<file path="src/core/eeprom_protect_regs.svh">
// Constants for the serial EEPROM write-protection block.
`ifndef EEPROM_PROTECT_REGS_SVH
`define EEPROM_PROTECT_REGS_SVH
`define OP_SET_LATCH 8'h06
`define OP_CLR_LATCH 8'h04
`define OP_READ_STATUS 8'h05
`define OP_WRITE_STATUS 8'h01
`define OP_ARRAY_WRITE 8'h02
`define SR_PIN_EN_BIT 7
`define SR_BP_HI_BIT 3
`define SR_BP_LO_BIT 2
`define SR_LATCH_BIT 1
`define SR_BUSY_BIT 0
`define PROT_QUARTER_BASE 12'hc00
`define PROT_HALF_BASE 12'h800
`define ADDR_BITS 12
`define WRITE_CYCLE_NS 5000000
`define CLK_PERIOD_NS 25
`define WRITE_CYCLE_CLKS (`WRITE_CYCLE_NS / `CLK_PERIOD_NS)
`define STATUS_BITS_AFTER_OP 16
`define ARRAY_HDR_BITS 24
`endif

</file>
<file path="src/core/eeprom_protect_pkg.sv">
// Types for the serial EEPROM write-protection block.
package eeprom_protect_pkg;
    typedef enum logic [1:0] {IDLE_ST, ACTIVE_ST, BUSY_ST} state_type;
endpackage : eeprom_protect_pkg

</file>
<file path="src/core/serial_eeprom_write_protect.sv">
// Write-protect, status and latch logic of an SPI serial EEPROM.

`include "eeprom_protect_regs.svh"

// Design notes.
// The block runs entirely on i_clk. The host's serial clock, select, data and
// the protect pin are all treated as asynchronous and pass a two-stage
// synchroniser before any logic looks at them. Edges of the serial clock and
// of select are found by comparing the second stage with a delayed copy.
// Because of that, the host's serial clock must stay at least four system
// clocks high and four low; a faster host would lose bits.
//
// Commands take effect when select rises, never on a serial clock edge, so a
// host that aborts a frame early leaves the latch and the status bits alone.
// The bit counter wraps from 63 back to 32, in the top half of its range, which keeps the
// byte-boundary test valid for long page writes without a wide counter.
//
// The protect bits live in flip-flops here. A real part keeps them in the
// array; this block only models what the host can observe, so they return
// to zero on i_reset.
//
// The write cycle is a plain down-counter. Its length is a parameter so a
// simulation can use a short cycle; silicon uses the full programming time.
// While it runs, array and status writes are ignored, status reads and the
// set-latch command still work, and the clear-latch command is dropped
// because the end of the cycle clears the latch anyway.
//
// Refused requests are silent: a status write without the latch or under
// hardware protection, an array write into a locked block, without the latch,
// cut off between byte boundaries or issued during a cycle all leave every
// register as it was. The host learns of them only by reading the status.
//
// Opcodes other than the four register commands and the array write are
// shifted in and ignored; read data paths of the array are not part of this
// block.
//
// The serial output is only enabled during the data phase of a status read
// and is released whenever select is high.
module serial_eeprom_write_protect
    import eeprom_protect_pkg::*;
#(
    parameter int unsigned WRITE_CYCLE_CLKS = `WRITE_CYCLE_CLKS
)
(
    // Clock and reset.
    input wire logic i_clk,
    input wire logic i_reset,
    // SPI pins from the host.
    input wire logic i_cs_n,
    input wire logic i_sck,
    input wire logic i_sdi,
    input wire logic i_write_protect_n,
    // Serial data out, two signals; enable low means driven.
    output logic o_sdo,
    output logic o_sdo_oe_n,
    // Array write request to the programming engine.
    output logic o_array_write,
    output logic [`ADDR_BITS-1:0] o_array_addr,
    // Status view.
    output logic [7:0] o_status
);
    // Pin synchronisers; first stage read only by second.
    logic [1:0] cs_s_r, sck_s_r, sdi_s_r, wp_s_r;
    logic cs_q_r, sck_q_r;
    // Control state.
    state_type state_r;
    logic armed_r, latch_r, busy_r, pin_en_r, bp_hi_r, bp_lo_r;
    logic [5:0] bit_cnt_r;
    logic [7:0] opcode_r, shift_r, out_byte_r;
    logic [15:0] addr_r;
    logic [31:0] timer_r;
    logic sdo_r, sdo_oe_n_r, array_write_r;
    logic [`ADDR_BITS-1:0] array_addr_r;
    logic [7:0] status_r;

    // Protect pair decode.
    // Whether an address falls in a region the protect pair locks.
    // A function keeps the range decode in one place for every array write request.
    function automatic logic addr_locked(input logic hi, input logic lo, input logic [`ADDR_BITS-1:0] a);
        logic r;
        r = 1'b0;
        unique case ({hi, lo})
            2'b00: r = 1'b0;
            2'b01: r = (a >= `PROT_QUARTER_BASE);
            2'b10: r = (a >= `PROT_HALF_BASE);
            2'b11: r = 1'b1;
        endcase
        return r;
    endfunction : addr_locked

    // Edge decode on synchronised pins.
    wire cs_n = cs_s_r[1];
    wire sck_rise = sck_s_r[1] & ~sck_q_r;
    wire sck_fall = ~sck_s_r[1] & sck_q_r;
    wire cs_fall = ~cs_n & cs_q_r;
    wire cs_rise = cs_n & ~cs_q_r;
    wire sdi = sdi_s_r[1];
    wire [5:0] bits_in = bit_cnt_r + 6'h01;
    wire [7:0] shift_nxt = {shift_r[6:0], sdi};
    wire byte_done = (bit_cnt_r[2:0] == 3'h0) && (bit_cnt_r != 6'h00);
    wire hw_protect = ~wp_s_r[1] & pin_en_r;
    // Hardware protection blocks only status writes.
    // Status write needs the latch and no hardware protection.
    wire status_ok = latch_r & ~hw_protect;
    // Array write needs the latch and an unlocked address.
    wire array_ok = latch_r & ~addr_locked(bp_hi_r, bp_lo_r, addr_r[`ADDR_BITS-1:0]);
    // Write starts only when select rises on a byte boundary.
    wire stat_wr_go = (opcode_r == `OP_WRITE_STATUS) && (bit_cnt_r == `STATUS_BITS_AFTER_OP) && status_ok;
    wire arr_wr_go = (opcode_r == `OP_ARRAY_WRITE) && (bit_cnt_r > `ARRAY_HDR_BITS) && byte_done && array_ok;
    // Status composition; unused bits read zero.
    wire [7:0] status_now = {pin_en_r, 3'h0, bp_hi_r, bp_lo_r, latch_r, busy_r};

    // Synchronisers for every pin.
    // Reset values match the idle pin levels so no false edge follows reset.
    always_ff @(posedge i_clk or posedge i_reset)
    begin
        if (i_reset)
        begin
            cs_s_r <= 2'b11;
            sck_s_r <= 2'b00;
            sdi_s_r <= 2'b00;
            wp_s_r <= 2'b11;
            cs_q_r <= 1'b1;
            sck_q_r <= 1'b0;
        end
        else
        begin
            cs_s_r <= {cs_s_r[0], i_cs_n};
            sck_s_r <= {sck_s_r[0], i_sck};
            sdi_s_r <= {sdi_s_r[0], i_sdi};
            wp_s_r <= {wp_s_r[0], i_write_protect_n};
            cs_q_r <= cs_s_r[1];
            sck_q_r <= sck_s_r[1];
        end
    end

    // Serial shifter and command decode. Bits are sampled on SCK rise.
    always_ff @(posedge i_clk or posedge i_reset)
    begin
        if (i_reset)
        begin
            state_r <= IDLE_ST;
            armed_r <= 1'b0;
            bit_cnt_r <= 6'h00;
            opcode_r <= 8'h00;
            shift_r <= 8'h00;
            addr_r <= 16'h0000;
            out_byte_r <= 8'h00;
            sdo_r <= 1'b0;
            sdo_oe_n_r <= 1'b1;
        end
        else if (cs_n)
        begin
            sdo_oe_n_r <= 1'b1;
            bit_cnt_r <= 6'h00;
            // Select rising marks the host as seen deselected.
            if (cs_rise)
                armed_r <= 1'b1;
        end
        else if (cs_fall)
        begin
            // Stays inactive until a falling select after power-up.
            armed_r <= 1'b1;
            bit_cnt_r <= 6'h00;
        end
        else if (armed_r && sck_rise)
        begin
            // Count wraps from 63 back to 32 so every later byte still lands
            // on a multiple of eight; only the low three bits matter past the header.
            shift_r <= shift_nxt;
            bit_cnt_r <= (bit_cnt_r == 6'h3f) ? 6'h20 : bits_in;
            // Opcode taken MSB first after eight bits.
            if (bits_in == 6'h08)
                opcode_r <= shift_nxt;
            // Address bytes follow the opcode; the top nibble is dropped later.
            if (bits_in == 6'h10 || bits_in == 6'h18)
                addr_r <= {addr_r[7:0], shift_nxt};
            // Status streams out at any time, busy or not.
            if (bits_in[2:0] == 3'h0 && bits_in == 6'h08 && shift_nxt == `OP_READ_STATUS)
                out_byte_r <= status_now;
            else if (bits_in[2:0] == 3'h0 && opcode_r == `OP_READ_STATUS)
                out_byte_r <= status_now;
        end
        else if (armed_r && sck_fall && bit_cnt_r >= 6'h08 && opcode_r == `OP_READ_STATUS)
        begin
            // Data out changes after the falling edge of SCK.
            // The first bit appears after the first falling clock of the data byte.
            sdo_oe_n_r <= 1'b0;
            sdo_r <= out_byte_r[3'h7 - 3'(bit_cnt_r[2:0])];
        end
    end

    // Latch, status bits and the self-timed write cycle.
    always_ff @(posedge i_clk or posedge i_reset)
    begin
        if (i_reset)
        begin
            // Latch clear at power-up; protect bits stand for stored values.
            latch_r <= 1'b0;
            busy_r <= 1'b0;
            pin_en_r <= 1'b0;
            bp_hi_r <= 1'b0;
            bp_lo_r <= 1'b0;
            timer_r <= 32'h0;
            array_write_r <= 1'b0;
            array_addr_r <= '0;
        end
        else
        begin
            // Start pulse stands for one cycle only.
            array_write_r <= 1'b0;
            if (busy_r)
            begin
                // Cycle runs to its end regardless of the protect pin.
                // Array commands are ignored until then.
                if (timer_r == 32'h1)
                begin
                    // Busy and latch clear together at cycle end.
                    busy_r <= 1'b0;
                    // Latch cleared after a completed write.
                    latch_r <= 1'b0;
                end
                // Counter reaches zero as busy drops and then rests.
                timer_r <= timer_r - 32'h1;
                // The set-latch command still works while busy or protected; clear-latch is dropped while busy.
                if (cs_rise && armed_r && bit_cnt_r == 6'h08 && opcode_r == `OP_SET_LATCH)
                    latch_r <= 1'b1;
            end
            else if (cs_rise && armed_r)
            begin
                // Latch commands complete on select rising after eight bits.
                if (bit_cnt_r == 6'h08 && opcode_r == `OP_SET_LATCH)
                    latch_r <= 1'b1;
                else if (bit_cnt_r == 6'h08 && opcode_r == `OP_CLR_LATCH)
                    latch_r <= 1'b0;
                // Writes begin only with the latch set.
                else if (stat_wr_go || arr_wr_go)
                begin
                    // Busy sets as the internal write begins.
                    busy_r <= 1'b1;
                    timer_r <= WRITE_CYCLE_CLKS;
                    if (stat_wr_go)
                    begin
                        // Only the nonvolatile bits take new values.
                        pin_en_r <= shift_r[`SR_PIN_EN_BIT];
                        bp_hi_r <= shift_r[`SR_BP_HI_BIT];
                        bp_lo_r <= shift_r[`SR_BP_LO_BIT];
                    end
                    else
                    begin
                        array_write_r <= 1'b1;
                        array_addr_r <= addr_r[`ADDR_BITS-1:0];
                    end
                end
            end
        end
    end

    // Registered status view; busy and latch are not writable.
    // One register stage keeps o_status glitch free; it trails the live bits by one cycle.
    always_ff @(posedge i_clk or posedge i_reset)
    begin
        if (i_reset)
            status_r <= 8'h00;
        else
            status_r <= status_now;
    end

    // Every output is taken directly from a flip-flop.
    // Nothing combinational reaches a pin of this block.
    assign o_sdo = sdo_r;
    assign o_sdo_oe_n = sdo_oe_n_r;
    assign o_array_write = array_write_r;
    assign o_array_addr = array_addr_r;
    assign o_status = status_r;
endmodule : serial_eeprom_write_protect

</file>
<file path="config.mk">
export PLATFORM = sky130hd
export DESIGN_NAME = serial_eeprom_write_protect
export DESIGN_NICKNAME = d
export VERILOG_FILES = /design/src/core/eeprom_protect_pkg.sv /design/src/core/serial_eeprom_write_protect.sv
export VERILOG_INCLUDE_DIRS = /design/src /design/src/core
export SDC_FILE = /design/constraint.sdc
export NUM_CORES = 1
export LEC_CHECK = 0
export BUFFER_PORTS_ARGS = -buffer_cell sky130_fd_sc_hd__buf_4
export CORE_MARGIN = 2
export CORE_UTILIZATION = 60
export CTS_CLUSTER_DIAMETER = 60
export DETAILED_ROUTE_END_ITERATION = 8
export PLACE_DENSITY = 0.79
export SETUP_SLACK_MARGIN = 0.2
export SYNTH_ARGS = -nofsm -noshare
export SYNTH_HDL_FRONTEND = slang
export SYNTH_SLANG_ARGS = --single-unit
export TNS_END_PERCENT = 10
</file>
<file path="constraint.sdc">
create_clock -name i_clk -period 4 [get_ports i_clk]
set_input_delay 0.8 -clock i_clk [delete_from_list [all_inputs] [get_ports i_clk]]
set_output_delay 0.8 -clock i_clk [all_outputs]
set_load 0.1 [all_outputs]
</file>
==> results.md <==
* Status: complete, no violations
* CP max stage delay at 0.70 ns
* GRT overflow at 0
* CP Launch Point: bit_cnt_r[4]
* Crit. End Element: register
* Port bufs at 25
* CP bufs+invs at 0
* Initial antenna violation count at 0
* Top-area cell type share of the netlist area at 0.511
* Later-pin clock latency in the skew report at 0.40 ns
* Yosys cell types at 68
* PwrDens at 359 nW/um2
* Crit Path Category: register to register
* Iter 0 DRT Violations at 122
* Via-per-instance ratio at 5.93
* Share of layout cells above drive strength 1 at 0.285
* Clock Sinks at 107
* RSZ-0062 raised after global routing: false
* Actual slew at the worst max-slew pin at 0.827 ns
* H-tree lvl count at 3
* EDFF count, synth at 0
* Final setup viols at 0
* RR Startpoint: bit_cnt_r[4]
* Avg Synthesized Cell Area at 12.0 um2
* Fin crit share at 0.690
* Synth Warn # at 0
* Max VDD drop at 0.239 mV
* Row cnt at 33
* Worst EP arrival at 3.05 ns
* Nets at 454
* Setup Skew at 0.0159 ns
* Placer Congestion at 0.856
* Placed cells at 534
* Via count at 3,260
* Req. time, crit path at 4.29 ns
* #FFs+latches synth at 107
* CP startpoint kind: register
* Die Footprint at 8980 um2
* CTS Buf Count at 9
* Worst path depth at 5
* Most common cell in the synthesized netlist: dfrtp_1
* Layout Cells excl Fill at 550
* Area grow syn2layout at 10.0%
* R2R Path End: o_array_addr[10]
* DRT antenna net count at 0
* Ports at 29
* Starting density of the core at 0.611
* Core area at 8090 um2
* Final worst slack at 1.24 ns
* DP Wirelength at 6.16 mm
* Largest cells by area after synthesis: dfrtp_1 (51%), mux2_2 (7.3%), dfstp_2 (3.2%)
* Largest net degree at the start of global routing at 67
* R2r setup slk at 1.24 ns
* Async S/R FF share, synth at 1.00
* WL/cell at 16.1 um
* Maximum root-to-sink buffer count at 2
* Die W at 94.8 um
* Max-Cap Viols at 0
* Critical path's slowest cell: nor2_2
* Hold slack at 0.361 ns
* Fmax at 362 MHz
* Fin. Hold Viols at 0
* Hold WC Path Type: register to register
* GRT Total Usage at 0.218
* Lkg Pwr at 2.52 nW
* Die Height at 94.8 um
* Final core occ at 0.672
* Post-synth top area cell: dfrtp_1
* Vias in the first global route at 3,181
* Final TNS setup at 0 ns
* R2R depth at 5
* Antenna diode instance count at 0
* Placed instance area at 5210 um2
* CP top delay family: simple AND/OR/NAND/NOR gates
* Hold-fix buffers at CTS at 0
* Routed WL at 8.88 mm
* Pins Over Slew Limit at 0
* Cell Area, Synth at 4940 um2
* Post-synthesis sequential area ratio at 0.543
* Syn Inst Count at 413
* Post-CTS setup buffer count at 0
* Critical Path Sink: o_array_addr[10]
* CP max FO at 14
* Slew margin rel. at 0.448
* Drt pass-1 iters at 4
* Total power at 1.96 mW
* First-pass GRT wire length at 15.1 mm
* Number of remaining DRC errors at 0
* Clock Pin Slew Worst Setup and Hold Paths at 0.12 ns
* Critical path, cell by cell: and3b_1 -> and4b_1 -> or3_1 -> nor2_2 -> mux2_1
* Ys flop type: dfrtp_1
* Most frequent cells after synthesis: dfrtp_1 (101), mux2_2 (32), nand2_1 (23), o21ai_0 (22), nor2_1 (21)
* Design area at 5440 um2
* CTS tree: done
* # resized after CTS at 0
* Post-Place Worst Slack at 1.26 ns
* Clock root cell: clkbuf_8
* Post-layout minimum cycle time at 2.76 ns
==> sequential cells by signal, summed over array words and instances (netlist names), 2 cells and up <==
| register | cells |
|---|---|
| timer_r | 32 |
| addr_r | 12 |
| o_array_addr | 12 |
| opcode_r | 8 |
| shift_r | 8 |
| bit_cnt_r | 6 |
| o_status | 5 |
| out_byte_r | 5 |
| cs_s_r | 2 |
| sck_s_r | 2 |
| sdi_s_r | 2 |
| wp_s_r | 2 |
==> layer usage <==
metal	GRT usage	share of wire	vias to the layer above
met1	0.286	0.46	1622
li1	-	-	1575
met5	0	0	-
met3	0.0479	0.028	17
met4	0.0906	0.021	0
met2	0.353	0.49	46
==> area by class of cell <==
type,instances,area (um2)
flip-flops and latches,107,2690
fillers,636,2650
multi-input cells,282,2140
repair buffers,29,218
well taps,105,131
clock buffers,9,124
clock inverters,7,104
inverters,11,43.8
==> logic make-up after synthesis <==
family	share of synthesized area
and+or+nand+nor	0.164
DFF	0.543
AOI/OAI and AO/OA	0.119
muxes	0.121
buffers and inverters	0.0266
adders and majority gates	0.0202
xor gates and xnor gates	0.00531
other	0.000758
==> worst min-delay path by stage <==
| stage | cells after the start | to | slack (ns) | start |
|---|---|---|---|---|
| 6_report | 0 | sck_s_r[1] | 0.36 | sck_s_r[0] |
| 5_1_grt | 0 | sck_s_r[1] | 0.37 | sck_s_r[0] |
| 4_1_cts | 0 | sck_s_r[1] | 0.36 | sck_s_r[0] |
| 3_5_place_dp | 0 | sck_s_r[1] | 0.33 | sck_s_r[0] |
| 3_3_place_gp | 0 | sdi_s_r[1] | 0.33 | sdi_s_r[0] |
| 2_1_floorplan | 0 | sck_s_r[1] | 0.33 | sck_s_r[0] |
==> where the power goes <==
part | switching [mW] | leakage [nW] | internal [mW] | total [mW]
Combinational | 0.0564 | 0.954 | 0.0326 | 0.0890
Sequential | 0.0333 | 1.45 | 1.11 | 1.14
Clock | 0.455 | 0.112 | 0.270 | 0.726
==> placed cells by master (no fill, tap or decap), types with 8 or more instances in the layout <==
cell type	instances
dfrtp_1	101
o21ai_1	19
clkbuf_8	9
or3_1	11
nor3_1	8
nand3_1	10
nand2_1	23
ha_1	8
inv_1	10
buf_4	29
nor2_1	21
o21ai_0	22
mux2_4	10
mux2_2	32
(Power assumes the default switching activity.)
